$ cat src/hdl/isft_regs.svh
// Register offsets, field positions and timing counts of the frame timing block
`ifndef ISFT_REGS_SVH
`define ISFT_REGS_SVH
`define ISFT_OFF_GAIN      8'h00
`define ISFT_OFF_EXPO      8'h10
`define ISFT_OFF_CLKDIV    8'h11
`define ISFT_OFF_MODE      8'h12
`define ISFT_OFF_DPCTL     8'h2A
`define ISFT_OFF_DPLOW     8'h2B
`define ISFT_OFF_DLINES    8'h2D
`define ISFT_OFF_WCOLS     8'h17
`define ISFT_OFF_WROWS     8'h19
`define ISFT_OFF_RBGAIN    8'h01
`define ISFT_OFF_STATUS    8'h3F
`define ISFT_MODE_SRST     7
`define ISFT_MODE_RES      6
`define ISFT_MODE_SLAVE    5
`define ISFT_MODE_SINGLE   4
`define ISFT_MODE_SNAP     3
`define ISFT_MODE_BLC      2
`define ISFT_MODE_AWB      1
`define ISFT_DIV_LSB       0
`define ISFT_EXPO_MAX      8'hFF
`define ISFT_GAIN_2X       8'h10
`define ISFT_MAX_COLS      16'd1618
`define ISFT_MAX_ROWS      16'd1204
`define ISFT_WIN_COLS_RST  8'hC8
`define ISFT_WIN_ROWS_RST  8'h96
`define ISFT_MODE_RST      8'h04
`define ISFT_AWB_STEP      8'h01
`define ISFT_BLACK_RST     10'h040
// Host APB map
`define ISFT_APB_CMD       12'h000
`define ISFT_APB_DATA      12'h004
`define ISFT_APB_STAT      12'h008
`define ISFT_APB_PINS      12'h00C
`endif

$ cat src/hdl/isft_pkg.sv
// Types shared by both ends of the frame timing link
`default_nettype none
package isft_pkg;
  typedef logic [7:0] isft_byte_t;
  typedef logic [9:0] isft_pix_t;
  typedef enum logic [5:0] {
    ISFT_LIVE   = 6'b000001,
    ISFT_PRECH  = 6'b000010,
    ISFT_HOLD   = 6'b000100,
    ISFT_EXPOSE = 6'b001000,
    ISFT_READ   = 6'b010000,
    ISFT_IDLE   = 6'b100000
  } isft_state_e;
endpackage
`default_nettype wire

$ cat src/hdl/isft_if.sv
// Pins between camera host and image sensor timing block
`default_nettype none
interface isft_if;
  logic                   frame_exposure_enable;
  logic                   exposure_start_trigger;
  logic                   reg_req;
  logic                   reg_we;
  isft_pkg::isft_byte_t   reg_addr;
  isft_pkg::isft_byte_t   reg_wdata;
  isft_pkg::isft_byte_t   reg_rdata;
  logic                   reg_ack;
  logic                   vsync;
  logic                   href;
  logic                   pix_valid;
  isft_pkg::isft_pix_t    pix_data;
  modport sensor (input frame_exposure_enable, exposure_start_trigger, reg_req, reg_we,
                  reg_addr, reg_wdata, output reg_rdata, reg_ack, vsync, href,
                  pix_valid, pix_data);
  modport host   (output frame_exposure_enable, exposure_start_trigger, reg_req, reg_we,
                  reg_addr, reg_wdata, input reg_rdata, reg_ack, vsync, href,
                  pix_valid, pix_data);
endinterface
`default_nettype wire

$ cat src/hdl/isft_sensor.sv
// Image sensor timing generator, exposure sequencer and register file
//
// Local design decision: the APB register port.
`include "isft_regs.svh"
`default_nettype none
module isft_sensor #(
  parameter int LINE_PIX   = 64,
  parameter int FRAME_ROWS = 16,
  parameter int VS_LINES   = 2
) (
  input  wire logic           pclk,
  input  wire logic           presetn,
  input  wire logic           clk_en,
  isft_if.sensor              link,
  input  wire isft_pkg::isft_pix_t adc_sample,
  input  wire logic           black_pixel,
  output logic                snapshot_mode,
  output logic                slave_mode,
  output logic                array_reset,
  output logic                exposing,
  input  wire logic           ext_vsync,
  input  wire logic           ext_href
);
  import isft_pkg::*;

  // Register file
  isft_byte_t gain_q, expo_q, clkdiv_q, mode_q, dpctl_q, dplow_q, dlines_q;
  isft_byte_t wcols_q, wrows_q, rbgain_q, rdata_q;
  logic       ack_q, res_prev_q, cnt_reset_q;
  // Values latched at frame boundary and on counter reset
  isft_byte_t div_f_q, dpx_f_q, dln_f_q;
  // Timing counters
  logic [7:0]  pre_q;
  logic [15:0] col_q, row_q;
  isft_state_e st_q, st_d;
  logic [9:0]  black_q;
  isft_pix_t   pix_q;
  logic        vs_q, hr_q, pv_q;

  // Pin synchronisers: three stages, change counted when two and three agree
  logic [2:0] fx_s, tr_s, ev_s, eh_s;
  logic       fx, tr, ev, eh;
  wire  fx_rise = fx_s[1] & fx_s[2] & ~fx;
  wire  fx_fall = ~fx_s[1] & ~fx_s[2] & fx;
  wire  tr_hi   = tr_s[1] & tr_s[2];
  wire  tr_lo   = ~tr; // Agreed trigger level
  always_ff @(posedge pclk or negedge presetn) begin
    if (!presetn) begin
      fx_s <= 3'h0; tr_s <= 3'h0; ev_s <= 3'h0; eh_s <= 3'h0;
      fx <= 1'b0; tr <= 1'b0; ev <= 1'b0; eh <= 1'b0;
    end else if (clk_en) begin
      fx_s <= {fx_s[1:0], link.frame_exposure_enable};
      tr_s <= {tr_s[1:0], link.exposure_start_trigger};
      ev_s <= {ev_s[1:0], ext_vsync};
      eh_s <= {eh_s[1:0], ext_href};
      if (fx_s[1] == fx_s[2]) fx <= fx_s[2];
      if (tr_s[1] == tr_s[2]) tr <= tr_s[2];
      if (ev_s[1] == ev_s[2]) ev <= ev_s[2];
      if (eh_s[1] == eh_s[2]) eh <= eh_s[2];
    end
  end

  // Register decode
  wire wr = link.reg_req & link.reg_we & ~ack_q;
  wire wr_mode = wr & (link.reg_addr == `ISFT_OFF_MODE);
  wire mode_chg = wr_mode & (link.reg_wdata != mode_q);
  // Counter reset: divider write or falling edge of resolution bit
  wire res_fall = wr_mode & res_prev_q & ~link.reg_wdata[`ISFT_MODE_RES];
  wire cnt_rst = res_fall | (wr & (link.reg_addr == `ISFT_OFF_CLKDIV));
  wire srst = wr_mode & link.reg_wdata[`ISFT_MODE_SRST];
  wire line_end = (col_q >= (16'(LINE_PIX) + 16'(dpx_f_q)) - 16'd1);
  wire frame_end = line_end &
                   (row_q >= (16'(FRAME_ROWS) + 16'(VS_LINES) + 16'(dln_f_q)) - 16'd1);
  logic [7:0] div_cnt_q;
  wire tick = (div_cnt_q >= div_f_q);

  always_ff @(posedge pclk or negedge presetn) begin
    if (!presetn) begin
      gain_q <= 8'h00; expo_q <= 8'h00; clkdiv_q <= 8'h00; mode_q <= `ISFT_MODE_RST;
      dpctl_q <= 8'h00; dplow_q <= 8'h00; dlines_q <= 8'h00;
      wcols_q <= `ISFT_WIN_COLS_RST; wrows_q <= `ISFT_WIN_ROWS_RST; rbgain_q <= 8'h80;
      ack_q <= 1'b0; rdata_q <= 8'h00; res_prev_q <= 1'b0; cnt_reset_q <= 1'b0;
    end else if (clk_en) begin
      ack_q <= link.reg_req & ~ack_q;
      cnt_reset_q <= cnt_rst;
      if (srst) begin
        gain_q <= 8'h00; expo_q <= 8'h00; clkdiv_q <= 8'h00; mode_q <= `ISFT_MODE_RST;
        dpctl_q <= 8'h00; dplow_q <= 8'h00; dlines_q <= 8'h00;
        wcols_q <= `ISFT_WIN_COLS_RST; wrows_q <= `ISFT_WIN_ROWS_RST;
      end else if (wr) begin
        unique case (link.reg_addr)
          `ISFT_OFF_GAIN:   gain_q <= link.reg_wdata;
          `ISFT_OFF_EXPO:   expo_q <= link.reg_wdata;
          `ISFT_OFF_CLKDIV: clkdiv_q <= link.reg_wdata;
          `ISFT_OFF_MODE: begin
            mode_q <= link.reg_wdata;
            res_prev_q <= link.reg_wdata[`ISFT_MODE_RES];
          end
          `ISFT_OFF_DPCTL:  dpctl_q <= link.reg_wdata;
          `ISFT_OFF_DPLOW:  dplow_q <= link.reg_wdata;
          `ISFT_OFF_DLINES: dlines_q <= link.reg_wdata;
          `ISFT_OFF_WCOLS:  wcols_q <= link.reg_wdata;
          `ISFT_OFF_WROWS:  wrows_q <= link.reg_wdata;
          `ISFT_OFF_RBGAIN: if (!mode_q[`ISFT_MODE_AWB]) rbgain_q <= link.reg_wdata;
          default: ;
        endcase
        if (mode_chg) begin
          wcols_q <= `ISFT_WIN_COLS_RST;
          wrows_q <= `ISFT_WIN_ROWS_RST;
        end
      end else if (mode_q[`ISFT_MODE_AWB] && pv_q && col_q[0]) begin
        // Auto balance nudges red/blue gain toward green level
        if (pix_q[9:8] > 2'h2) rbgain_q <= rbgain_q - `ISFT_AWB_STEP;
        else if (pix_q[9:8] < 2'h1) rbgain_q <= rbgain_q + `ISFT_AWB_STEP;
      end
      if (link.reg_req && !link.reg_we && !ack_q) begin
        unique case (link.reg_addr)
          `ISFT_OFF_GAIN:   rdata_q <= gain_q;
          `ISFT_OFF_EXPO:   rdata_q <= expo_q;
          `ISFT_OFF_CLKDIV: rdata_q <= clkdiv_q;
          `ISFT_OFF_MODE:   rdata_q <= mode_q;
          `ISFT_OFF_DPCTL:  rdata_q <= dpctl_q;
          `ISFT_OFF_DPLOW:  rdata_q <= dplow_q;
          `ISFT_OFF_DLINES: rdata_q <= dlines_q;
          `ISFT_OFF_WCOLS:  rdata_q <= wcols_q;
          `ISFT_OFF_WROWS:  rdata_q <= wrows_q;
          `ISFT_OFF_RBGAIN: rdata_q <= rbgain_q;
          `ISFT_OFF_STATUS: rdata_q <= {2'h0, st_q};
          default:          rdata_q <= 8'h00;
        endcase
      end
    end
  end

  // Exposure sequencer
  always_comb begin
    st_d = st_q;
    unique case (st_q)
      ISFT_LIVE, ISFT_IDLE:
        if (fx_rise) st_d = tr_hi ? ISFT_HOLD : ISFT_PRECH;
      ISFT_PRECH:  if (pre_q == 8'h00) st_d = ISFT_EXPOSE;
      ISFT_HOLD:   if (tr_lo && mode_q[`ISFT_MODE_SNAP]) st_d = ISFT_EXPOSE;
      ISFT_EXPOSE: if (fx_fall) st_d = ISFT_READ;
      ISFT_READ:   if (frame_end && tick)
                     st_d = mode_q[`ISFT_MODE_SINGLE] ? ISFT_IDLE : ISFT_LIVE;
    endcase
  end

  always_ff @(posedge pclk or negedge presetn) begin
    if (!presetn) begin
      st_q <= ISFT_LIVE; pre_q <= 8'h00; div_cnt_q <= 8'h00;
      col_q <= 16'h0; row_q <= 16'h0;
      div_f_q <= 8'h00; dpx_f_q <= 8'h00; dln_f_q <= 8'h00;
    end else if (clk_en) begin
      st_q <= st_d;
      pre_q <= (st_d == ISFT_PRECH && st_q != ISFT_PRECH) ? 8'(LINE_PIX - 1) :
               (pre_q != 8'h00 ? pre_q - 8'h01 : 8'h00);
      div_cnt_q <= (tick || cnt_reset_q) ? 8'h00 : div_cnt_q + 8'h01;
      if (cnt_reset_q) begin
        col_q <= 16'h0; row_q <= 16'h0;
        div_f_q <= clkdiv_q; dpx_f_q <= dplow_q; dln_f_q <= dlines_q;
      end else if (tick) begin
        if (line_end) begin
          col_q <= 16'h0;
          row_q <= frame_end ? 16'h0 : row_q + 16'h1;
        end else col_q <= col_q + 16'h1;
        if (frame_end) begin
          div_f_q <= clkdiv_q;
          dpx_f_q <= dplow_q;
          dln_f_q <= dlines_q;
        end
      end
    end
  end

  // Window limits and black level
  wire [15:0] win_c = (16'(wcols_q) << 3) > `ISFT_MAX_COLS ? `ISFT_MAX_COLS : (16'(wcols_q) << 3);
  wire [15:0] win_r = (16'(wrows_q) << 3) > `ISFT_MAX_ROWS ? `ISFT_MAX_ROWS : (16'(wrows_q) << 3);
  wire in_win = (col_q < win_c) & (col_q < 16'(LINE_PIX)) & (row_q < win_r) &
                (row_q < 16'(FRAME_ROWS));
  wire out_ok = (st_q == ISFT_LIVE) | (st_q == ISFT_READ);
  wire [10:0] diff = {1'b0, adc_sample} - {1'b0, black_q};
  wire isft_pix_t corr = diff[10] ? 10'h000 : diff[9:0];

  // Video port outputs
  always_ff @(posedge pclk or negedge presetn) begin
    if (!presetn) begin
      black_q <= `ISFT_BLACK_RST; pix_q <= 10'h000;
      vs_q <= 1'b0; hr_q <= 1'b0; pv_q <= 1'b0;
    end else if (clk_en) begin
      if (tick && black_pixel) black_q <= 10'(({1'b0, black_q} + {1'b0, adc_sample}) >> 1);
      // Slave mode: pixels only inside the external line strobe
      pv_q  <= tick & in_win & out_ok & (~slave_mode | eh);
      pix_q <= mode_q[`ISFT_MODE_BLC] ? corr : adc_sample;
      vs_q  <= slave_mode ? ev : (row_q >= 16'(FRAME_ROWS));
      hr_q  <= slave_mode ? eh : (in_win & out_ok);
    end
  end

  assign slave_mode    = mode_q[`ISFT_MODE_SLAVE];
  assign snapshot_mode = mode_q[`ISFT_MODE_SNAP];
  assign array_reset   = (st_q == ISFT_PRECH) | (st_q == ISFT_HOLD);
  assign exposing      = (st_q == ISFT_EXPOSE);
  assign link.reg_ack   = ack_q;
  assign link.reg_rdata = rdata_q;
  assign link.vsync     = vs_q;
  assign link.href      = hr_q;
  assign link.pix_valid = pv_q;
  assign link.pix_data  = pix_q;
endmodule
`default_nettype wire

$ cat src/flat_wrapper.sv
// flat-port wrapper written by rule: the top's interface ports become plain ports
module isft_sensor_flat import isft_pkg::*;
#(
  parameter int LINE_PIX   = 64,
  parameter int FRAME_ROWS = 16,
  parameter int VS_LINES   = 2
)
  (pclk, presetn, clk_en, adc_sample, black_pixel, snapshot_mode, slave_mode, array_reset, exposing, ext_vsync, ext_href, link_frame_exposure_enable, link_exposure_start_trigger, link_reg_req, link_reg_we, link_reg_addr, link_reg_wdata, link_reg_rdata, link_reg_ack, link_vsync, link_href, link_pix_valid, link_pix_data);
  isft_if link_i ();
  input  wire logic pclk;
  input  wire logic presetn;
  input  wire logic clk_en;
  input  wire isft_pkg::isft_pix_t adc_sample;
  input  wire logic black_pixel;
  output logic snapshot_mode;
  output logic slave_mode;
  output logic array_reset;
  output logic exposing;
  input  wire logic ext_vsync;
  input  wire logic ext_href;
  input wire logic [$bits(link_i.frame_exposure_enable)-1:0] link_frame_exposure_enable;
  input wire logic [$bits(link_i.exposure_start_trigger)-1:0] link_exposure_start_trigger;
  input wire logic [$bits(link_i.reg_req)-1:0] link_reg_req;
  input wire logic [$bits(link_i.reg_we)-1:0] link_reg_we;
  input wire logic [$bits(link_i.reg_addr)-1:0] link_reg_addr;
  input wire logic [$bits(link_i.reg_wdata)-1:0] link_reg_wdata;
  output wire logic [$bits(link_i.reg_rdata)-1:0] link_reg_rdata;
  output wire logic [$bits(link_i.reg_ack)-1:0] link_reg_ack;
  output wire logic [$bits(link_i.vsync)-1:0] link_vsync;
  output wire logic [$bits(link_i.href)-1:0] link_href;
  output wire logic [$bits(link_i.pix_valid)-1:0] link_pix_valid;
  output wire logic [$bits(link_i.pix_data)-1:0] link_pix_data;
  assign link_i.frame_exposure_enable = link_frame_exposure_enable;
  assign link_i.exposure_start_trigger = link_exposure_start_trigger;
  assign link_i.reg_req = link_reg_req;
  assign link_i.reg_we = link_reg_we;
  assign link_i.reg_addr = link_reg_addr;
  assign link_i.reg_wdata = link_reg_wdata;
  assign link_reg_rdata = link_i.reg_rdata;
  assign link_reg_ack = link_i.reg_ack;
  assign link_vsync = link_i.vsync;
  assign link_href = link_i.href;
  assign link_pix_valid = link_i.pix_valid;
  assign link_pix_data = link_i.pix_data;
  isft_sensor #(.LINE_PIX(LINE_PIX), .FRAME_ROWS(FRAME_ROWS), .VS_LINES(VS_LINES)) u_core (.pclk(pclk), .presetn(presetn), .clk_en(clk_en), .link(link_i), .adc_sample(adc_sample), .black_pixel(black_pixel), .snapshot_mode(snapshot_mode), .slave_mode(slave_mode), .array_reset(array_reset), .exposing(exposing), .ext_vsync(ext_vsync), .ext_href(ext_href));
endmodule
$ cat config.mk
export PLATFORM = sky130hd
export DESIGN_NAME = isft_sensor_flat
export DESIGN_NICKNAME = d
export VERILOG_FILES = /design/src/hdl/isft_pkg.sv /design/src/hdl/isft_if.sv /design/src/hdl/isft_sensor.sv /design/src/flat_wrapper.sv
export VERILOG_INCLUDE_DIRS = /design/src /design/src/hdl
export SDC_FILE = /design/constraint.sdc
export NUM_CORES = 1
export LEC_CHECK = 0
export BUFFER_PORTS_ARGS = -buffer_cell sky130_fd_sc_hd__buf_2
export CAP_MARGIN = 20
export CORE_MARGIN = 5
export CORE_UTILIZATION = 32
export CTS_CLUSTER_DIAMETER = 100
export CTS_CLUSTER_SIZE = 8
export DETAILED_ROUTE_END_ITERATION = 12
export GPL_TIMING_DRIVEN = 0
export SLEW_MARGIN = 20
export SYNTH_ARGS = -nofsm -noshare
export SYNTH_HDL_FRONTEND = slang
export SYNTH_SLANG_ARGS = --single-unit
$ cat constraint.sdc
create_clock -name pclk -period 3.9 [get_ports pclk]
set_input_delay 0.78 -clock pclk [delete_from_list [all_inputs] [get_ports pclk]]
set_output_delay 0.78 -clock pclk [all_outputs]
set_load 0.005 [all_outputs]
Word-level counts from Yosys, hierarchy flattened
Index checks and enable logic that the tools add are counted.

Reduce and logical (&&, ||, !) cells: 50. Equal/unequal tests: 25. Order comparisons: 12. $mul: 0. Shifts and indexed selects: 0. $add $sub $neg: 12. Div/mod/pow operators: 0. Bitwise logic cells: 34. Muxes and demuxes: 69.

Operator list (number): $mux W8 (47); $mux W16 (7); $pmux W8 S11 (1); $eq A8 B5 Y1 const B (5); $mux W6 (6); $reduce_and A3 Y1 (11); $add A16 B1 Y16 const B (2); $eq A8 B6 Y1 const B (4); $ge A16 B16 Y1 (2); $lt A16 B16 Y1 (2); $sub A16 B1 Y16 const B (2); $pmux W6 S5 (1); $reduce_bool A2 Y1 (12); $and A1 B1 Y1 (22); $gt A11 B11 Y1 const B (2); $mux W11 (2); $mux W10 (2); $add A8 B1 Y8 const B (2); $ge A16 B5 Y1 const B (1); $logic_not A8 Y1 (2); $lt A16 B5 Y1 const B (1); $lt A16 B7 Y1 const B (1); $sub A8 B1 Y8 const B (2); $reduce_and A2 Y1 (7); other kinds (30) (56).

Memory bits (read-only): 0. Bits in registers: 208. Word-level logic and storage cells: 237. Input bits: 36. Latch bits: 0. RAM bits: 0. Output and inout bits: 26. Memories kept: 0.

Logic depth before layout (Yosys ltp)
Depth in word-level cells: 10. Gate-level depth with buffers: 14. Depth with buffers taken out: 13.

Worst setup path before layout
OpenSTA, ideal clock, no wires.

Path kind: reg2reg. From: register u_core.dln_f_q[1]. To: register u_core.div_f_q[3]. Buffers on the path: 1. Clock period less this slack: 3352 ps. Stages on the path, launching flop included: 14. Data required time: 3775 ps. Data arrival time: 3227 ps. Setup time: 125 ps. Slack: 548 ps. Cell sequence: dfrtp_1 -> ha_1 -> or2_2 -> o21ai_0 -> nand3b_1 -> xnor2_1 -> ha_1 -> a21o_1 -> a221oi_1 -> o21ai_1 -> a211oi_1 -> nor3_4 -> buf_6 -> mux2_4.

Longest elaborated chain between the ends: 6.

Ends and longest elaborated chain: start, declared (line isft_sensor.sv:31) `isft_byte_t div_f_q, dpx_f_q, dln_f_q;`; start signal, assigned (line isft_sensor.sv:161) `div_f_q <= clkdiv_q; dpx_f_q <= dplow_q; dln_f_q <= dlines_q;`; start signal, assigned (line isft_sensor.sv:170) `dln_f_q <= dlines_q;`; $add A5 B8 Y9 (line isft_sensor.sv:73) `(row_q >= (16'(FRAME_ROWS) + 16'(VS_LINES) + 16'(dln_f_q)) - 16'd1);`; $sub A16 B1 Y16 (line isft_sensor.sv:73); $ge A16 B16 Y1 (line isft_sensor.sv:73); $and A1 B1 Y1 (line isft_sensor.sv:72) `wire frame_end = line_end &`; $reduce_bool A2 Y1 (no line); $reduce_and A3 Y1 (no line); end signal, assigned (line isft_sensor.sv:161); end signal, assigned (line isft_sensor.sv:168) `div_f_q <= clkdiv_q;`; end, declared (line isft_sensor.sv:31).

Every way passes these cells. A chain may end at the register's enable or synchronous reset.

Worst setup path after layout
Ends and elaborated chain as after synthesis.

==> results.json <==
{
  "cp.arrival_ns": 4.14,
  "fp.dieH_microns": 212.2,
  "postCtsHoldBufs": 0,
  "total_power_mw": 6.894,
  "firstDrtPassIters": 5,
  "yosys_register_bits": 208,
  "cp_cell_sequence": "ha_2, nand2b_1, nand3b_1, or3b_2, ha_1, and4_1, a21oi_1, o211ai_1, a211oi_2, nor3_4, buf_12, buf_6, mux2_4",
  "outcome": "completed",
  "leakagePower_nw": 6.725,
  "crit_buf_inv": 2,
  "drive_gt1_share_pct": 12.81,
  "skew_ns": 0.02361,
  "synthArstFlopShare_pct": 100.0,
  "synthesis.area_sq_um": 13090,
  "power_density_nw_per_um2": 458.6,
  "overflow": 0,
  "nNetsFinal": 1635,
  "synth_top_family_by_area": "compound AO/OA/AOI/OAI gates",
  "fmax_ghz": 0.2689,
  "vdd_drop_max_mv": 0.3699,
  "synth-xor-area-share_pct": 3.011,
  "drv_cap": 0,
  "num_vias": 11235,
  "final_common_cell": "dfrtp_1",
  "crit_path_max_fanout": 10,
  "slowest_stage": "or3b_2",
  "dieArea_sq_um": 45040,
  "fin_area_sq_um": 15030,
  "synth_compound_area_share_pct": 19.02,
  "wire_per_inst_microns": 18.60,
  "drtIter0Drc": 855,
  "crit_family": "simple AND/OR/NAND/NOR gates",
  "holdWs_ns": 0.05617,
  "ant_nets": 0,
  "finalSetupViolCount": 0,
  "num_io_pins": 62,
  "numCtsBuffers": 29,
  "critical_path_class": "reg -> reg",
  "dpl_cell_area_sq_um": 14150,
  "cpPeakStageDelay_ns": 0.48,
  "yosysWarnings": 0,
  "post-place-ws_ns": 0.05958,
  "htreeDepth": 1,
  "synthSimpleGateAreaFrac_pct": 18.33,
  "hpwl_mm": 28.60,
  "drt-total-wl_mm": 38.21,
  "clockBufferDepth": 3,
  "finalCritPeriodShare_pct": 95.37,
  "worstPathRequired_ns": 4.32,
  "row_count": 74,
  "io_buffer_count": 57,
  "postSynthCellCount": 1394,
  "drc": 0,
  "worst_slew_pin_slew_ns": 0.9222,
  "area_growth_pct": 14.87,
  "avgSynthCellArea_sq_um": 9.388,
  "antenna_found_initial": 0,
  "synth_ff_type": "dfrtp_1",
  "seq_area_frac_synth_pct": 39.88,
  "hold_viol_final": 0,
  "n_antenna_cell": 0,
  "die_w_microns": 212.2,
  "grt_pass1_vias": 11055,
  "mostFrequentLayoutCells": "dfrtp_1 (197), nand2_1 (148), o21ai_0 (119)",
  "gr-usage-all-layers_pct": 16.66,
  "muxShareOfSynthArea_pct": 5.727,
  "dp.cells": 1998,
  "cts_tree": "built",
  "synthAdderAreaFrac_pct": 9.732,
  "fillCellCount": 4052,
  "cts-root-buf": "clkbuf_16",
  "start_util_pct": 32.20,
  "startpoint_type": "register",
  "crit_path_end_kind": "register",
  "final_core_util_pct": 36.99,
  "rsz0062_at_grt": "no",
  "hp-class": "in -> async",
  "fin_crit_ns": 3.719,
  "synth-edff-count": 0,
  "clock_latency_ns": 0.55,
  "relSlewSlack_pct": 37.84,
  "cts.sinks": 208,
  "slew_viol_final": 0,
  "gp_congestion": 0.9219,
  "synth_cell_type_count": 84,
  "stdcell_count": 2054,
  "layout_setup_ws_ns": 0.1806,
  "final.setup.tns_ns": 0,
  "clk_pin_slew_ns": 0.06,
  "viasPerCell": 5.470,
  "grt_max_degree": 96,
  "grt_pass1_wl_mm": 60.85,
  "coreArea_sq_um": 40650
}
layer usage:
metal / vias to the layer above / track usage, % / wire length (microns)
met4: 0 / 4.370 / 937
met5: - / 0 / 0
li1: 5324 / - / -
met3: 70 / 2.863 / 2491
met2: 345 / 27.85 / 17980
met1: 5496 / 22.53 / 16800
what timing repair did:
item                                    CTS  global route
setup buffers                             0             2
endpoints found under the setup margin    0            23
resized for setup                         0             5
registers in the layout, indices dropped and copies added (netlist names), 6 cells and up:
name and count:
u_core.col_q 16, u_core.dplow_q 8, u_core.div_cnt_q 8, u_core.row_q 16, u_core.st_q 6, u_core.dpctl_q 8, u_core.link.reg_rdata 8, u_core.wcols_q 8
u_core.link.pix_data 10, u_core.black_q 10, u_core.div_f_q 8, u_core.rbgain_q 8, u_core.pre_q 8, u_core.clkdiv_q 8, u_core.dlines_q 8, u_core.expo_q 8
u_core.mode_q 8, u_core.gain_q 8, u_core.dpx_f_q 8, u_core.wrows_q 8, u_core.dln_f_q 8
synthesized netlist by cell type (all sizes together) (12+ instances only):
master / n / area share (%)
nand2: 148 / 4.2
buf: 28 / 1.4
a22oi: 20 / 1.1
nand2b: 16 / 0.76
or3: 17 / 0.85
o21ai: 139 / 5.3
mux2: 32 / 3.4
or4: 23 / 1.4
o31ai: 29 / 1.7
dfrtp: 197 / 38
a21oi: 72 / 2.8
nor4: 15 / 0.99
and3: 18 / 0.86
nand3: 47 / 1.8
nand4: 17 / 0.81
inv: 69 / 2.0
a21o: 12 / 0.69
mux2i: 31 / 2.4
nor2: 79 / 2.3
xnor2: 22 / 1.5
nor2b: 13 / 0.62
xor2: 23 / 1.5
nor3: 29 / 1.3
a22o: 15 / 1.0
clkbuf: 30 / 0.86
ha: 97 / 9.3
path summary, 6_finish.rpt:
| kind | start | endpoint | slack [ns] | depth (start not counted) |
|---|---|---|---|---|
| max | u_core.dln_f_q[1] | u_core.div_f_q[3] | 0.18 | 13 |
| min | presetn | u_core.link.reg_rdata[5] | 0.06 | 1 |
| max reg2reg | u_core.dln_f_q[1] | u_core.div_f_q[3] | 0.18 | 13 |
| min reg2reg | u_core.gain_q[2] | u_core.gain_q[2] | 0.48 | 2 |
| max in group asynchronous | presetn | u_core.row_q[10] | 3.08 | 2 |
| min in group pclk | u_core.gain_q[2] | u_core.gain_q[2] | 0.48 | 2 |
area by class of cell:
| class | instances | area (sq um) | area share (%) |
|---|---|---|---|
| Timing Repair Buffer | 61 | 377.9 | 2.514 |
| Multi-Input combinational cell | 1071 | 7387 | 49.14 |
| Tap cell | 532 | 665.6 | 4.428 |
| Clock inverter | 1 | 8.758 | 0.05826 |
| Sequential cell | 208 | 5219 | 34.71 |
| Buffer | 58 | 296.5 | 1.973 |
| Inverter | 70 | 262.8 | 1.748 |
| Clock buffer | 53 | 815.8 | 5.427 |
cells by family after synthesis:
| group | Yosys count |
|---|---|
| adders and majority gates | 100 |
| DFF | 208 |
| and+or+nand+nor | 463 |
| other | 1 |
| buffers and inverters | 128 |
| xor gates and xnor gates | 45 |
| muxes | 63 |
| AOI/OAI and AO/OA | 386 |
worst register-to-register path: stages, from the launching register on:
cell	delay, ns
dfrtp_1	0.46
ha_2	0.37
nand2b_1	0.14
nand3b_1	0.15
or3b_2	0.48
ha_1	0.29
and4_1	0.20
a21oi_1	0.07
o211ai_1	0.42
a211oi_2	0.11
nor3_4	0.24
buf_12	0.16
buf_6	0.19
mux2_4	0.31
where the power goes:
group          leakage [nW]  internal, mW  switching (mW)  total, mW
combinational          3.60         0.830            1.10       1.93
clock                 0.390          1.39           0.956       2.35
sequential             2.74          2.40           0.224       2.62
total                  6.73          4.62            2.28       6.89
No activity file was read; power rests on OpenSTA's default activity.
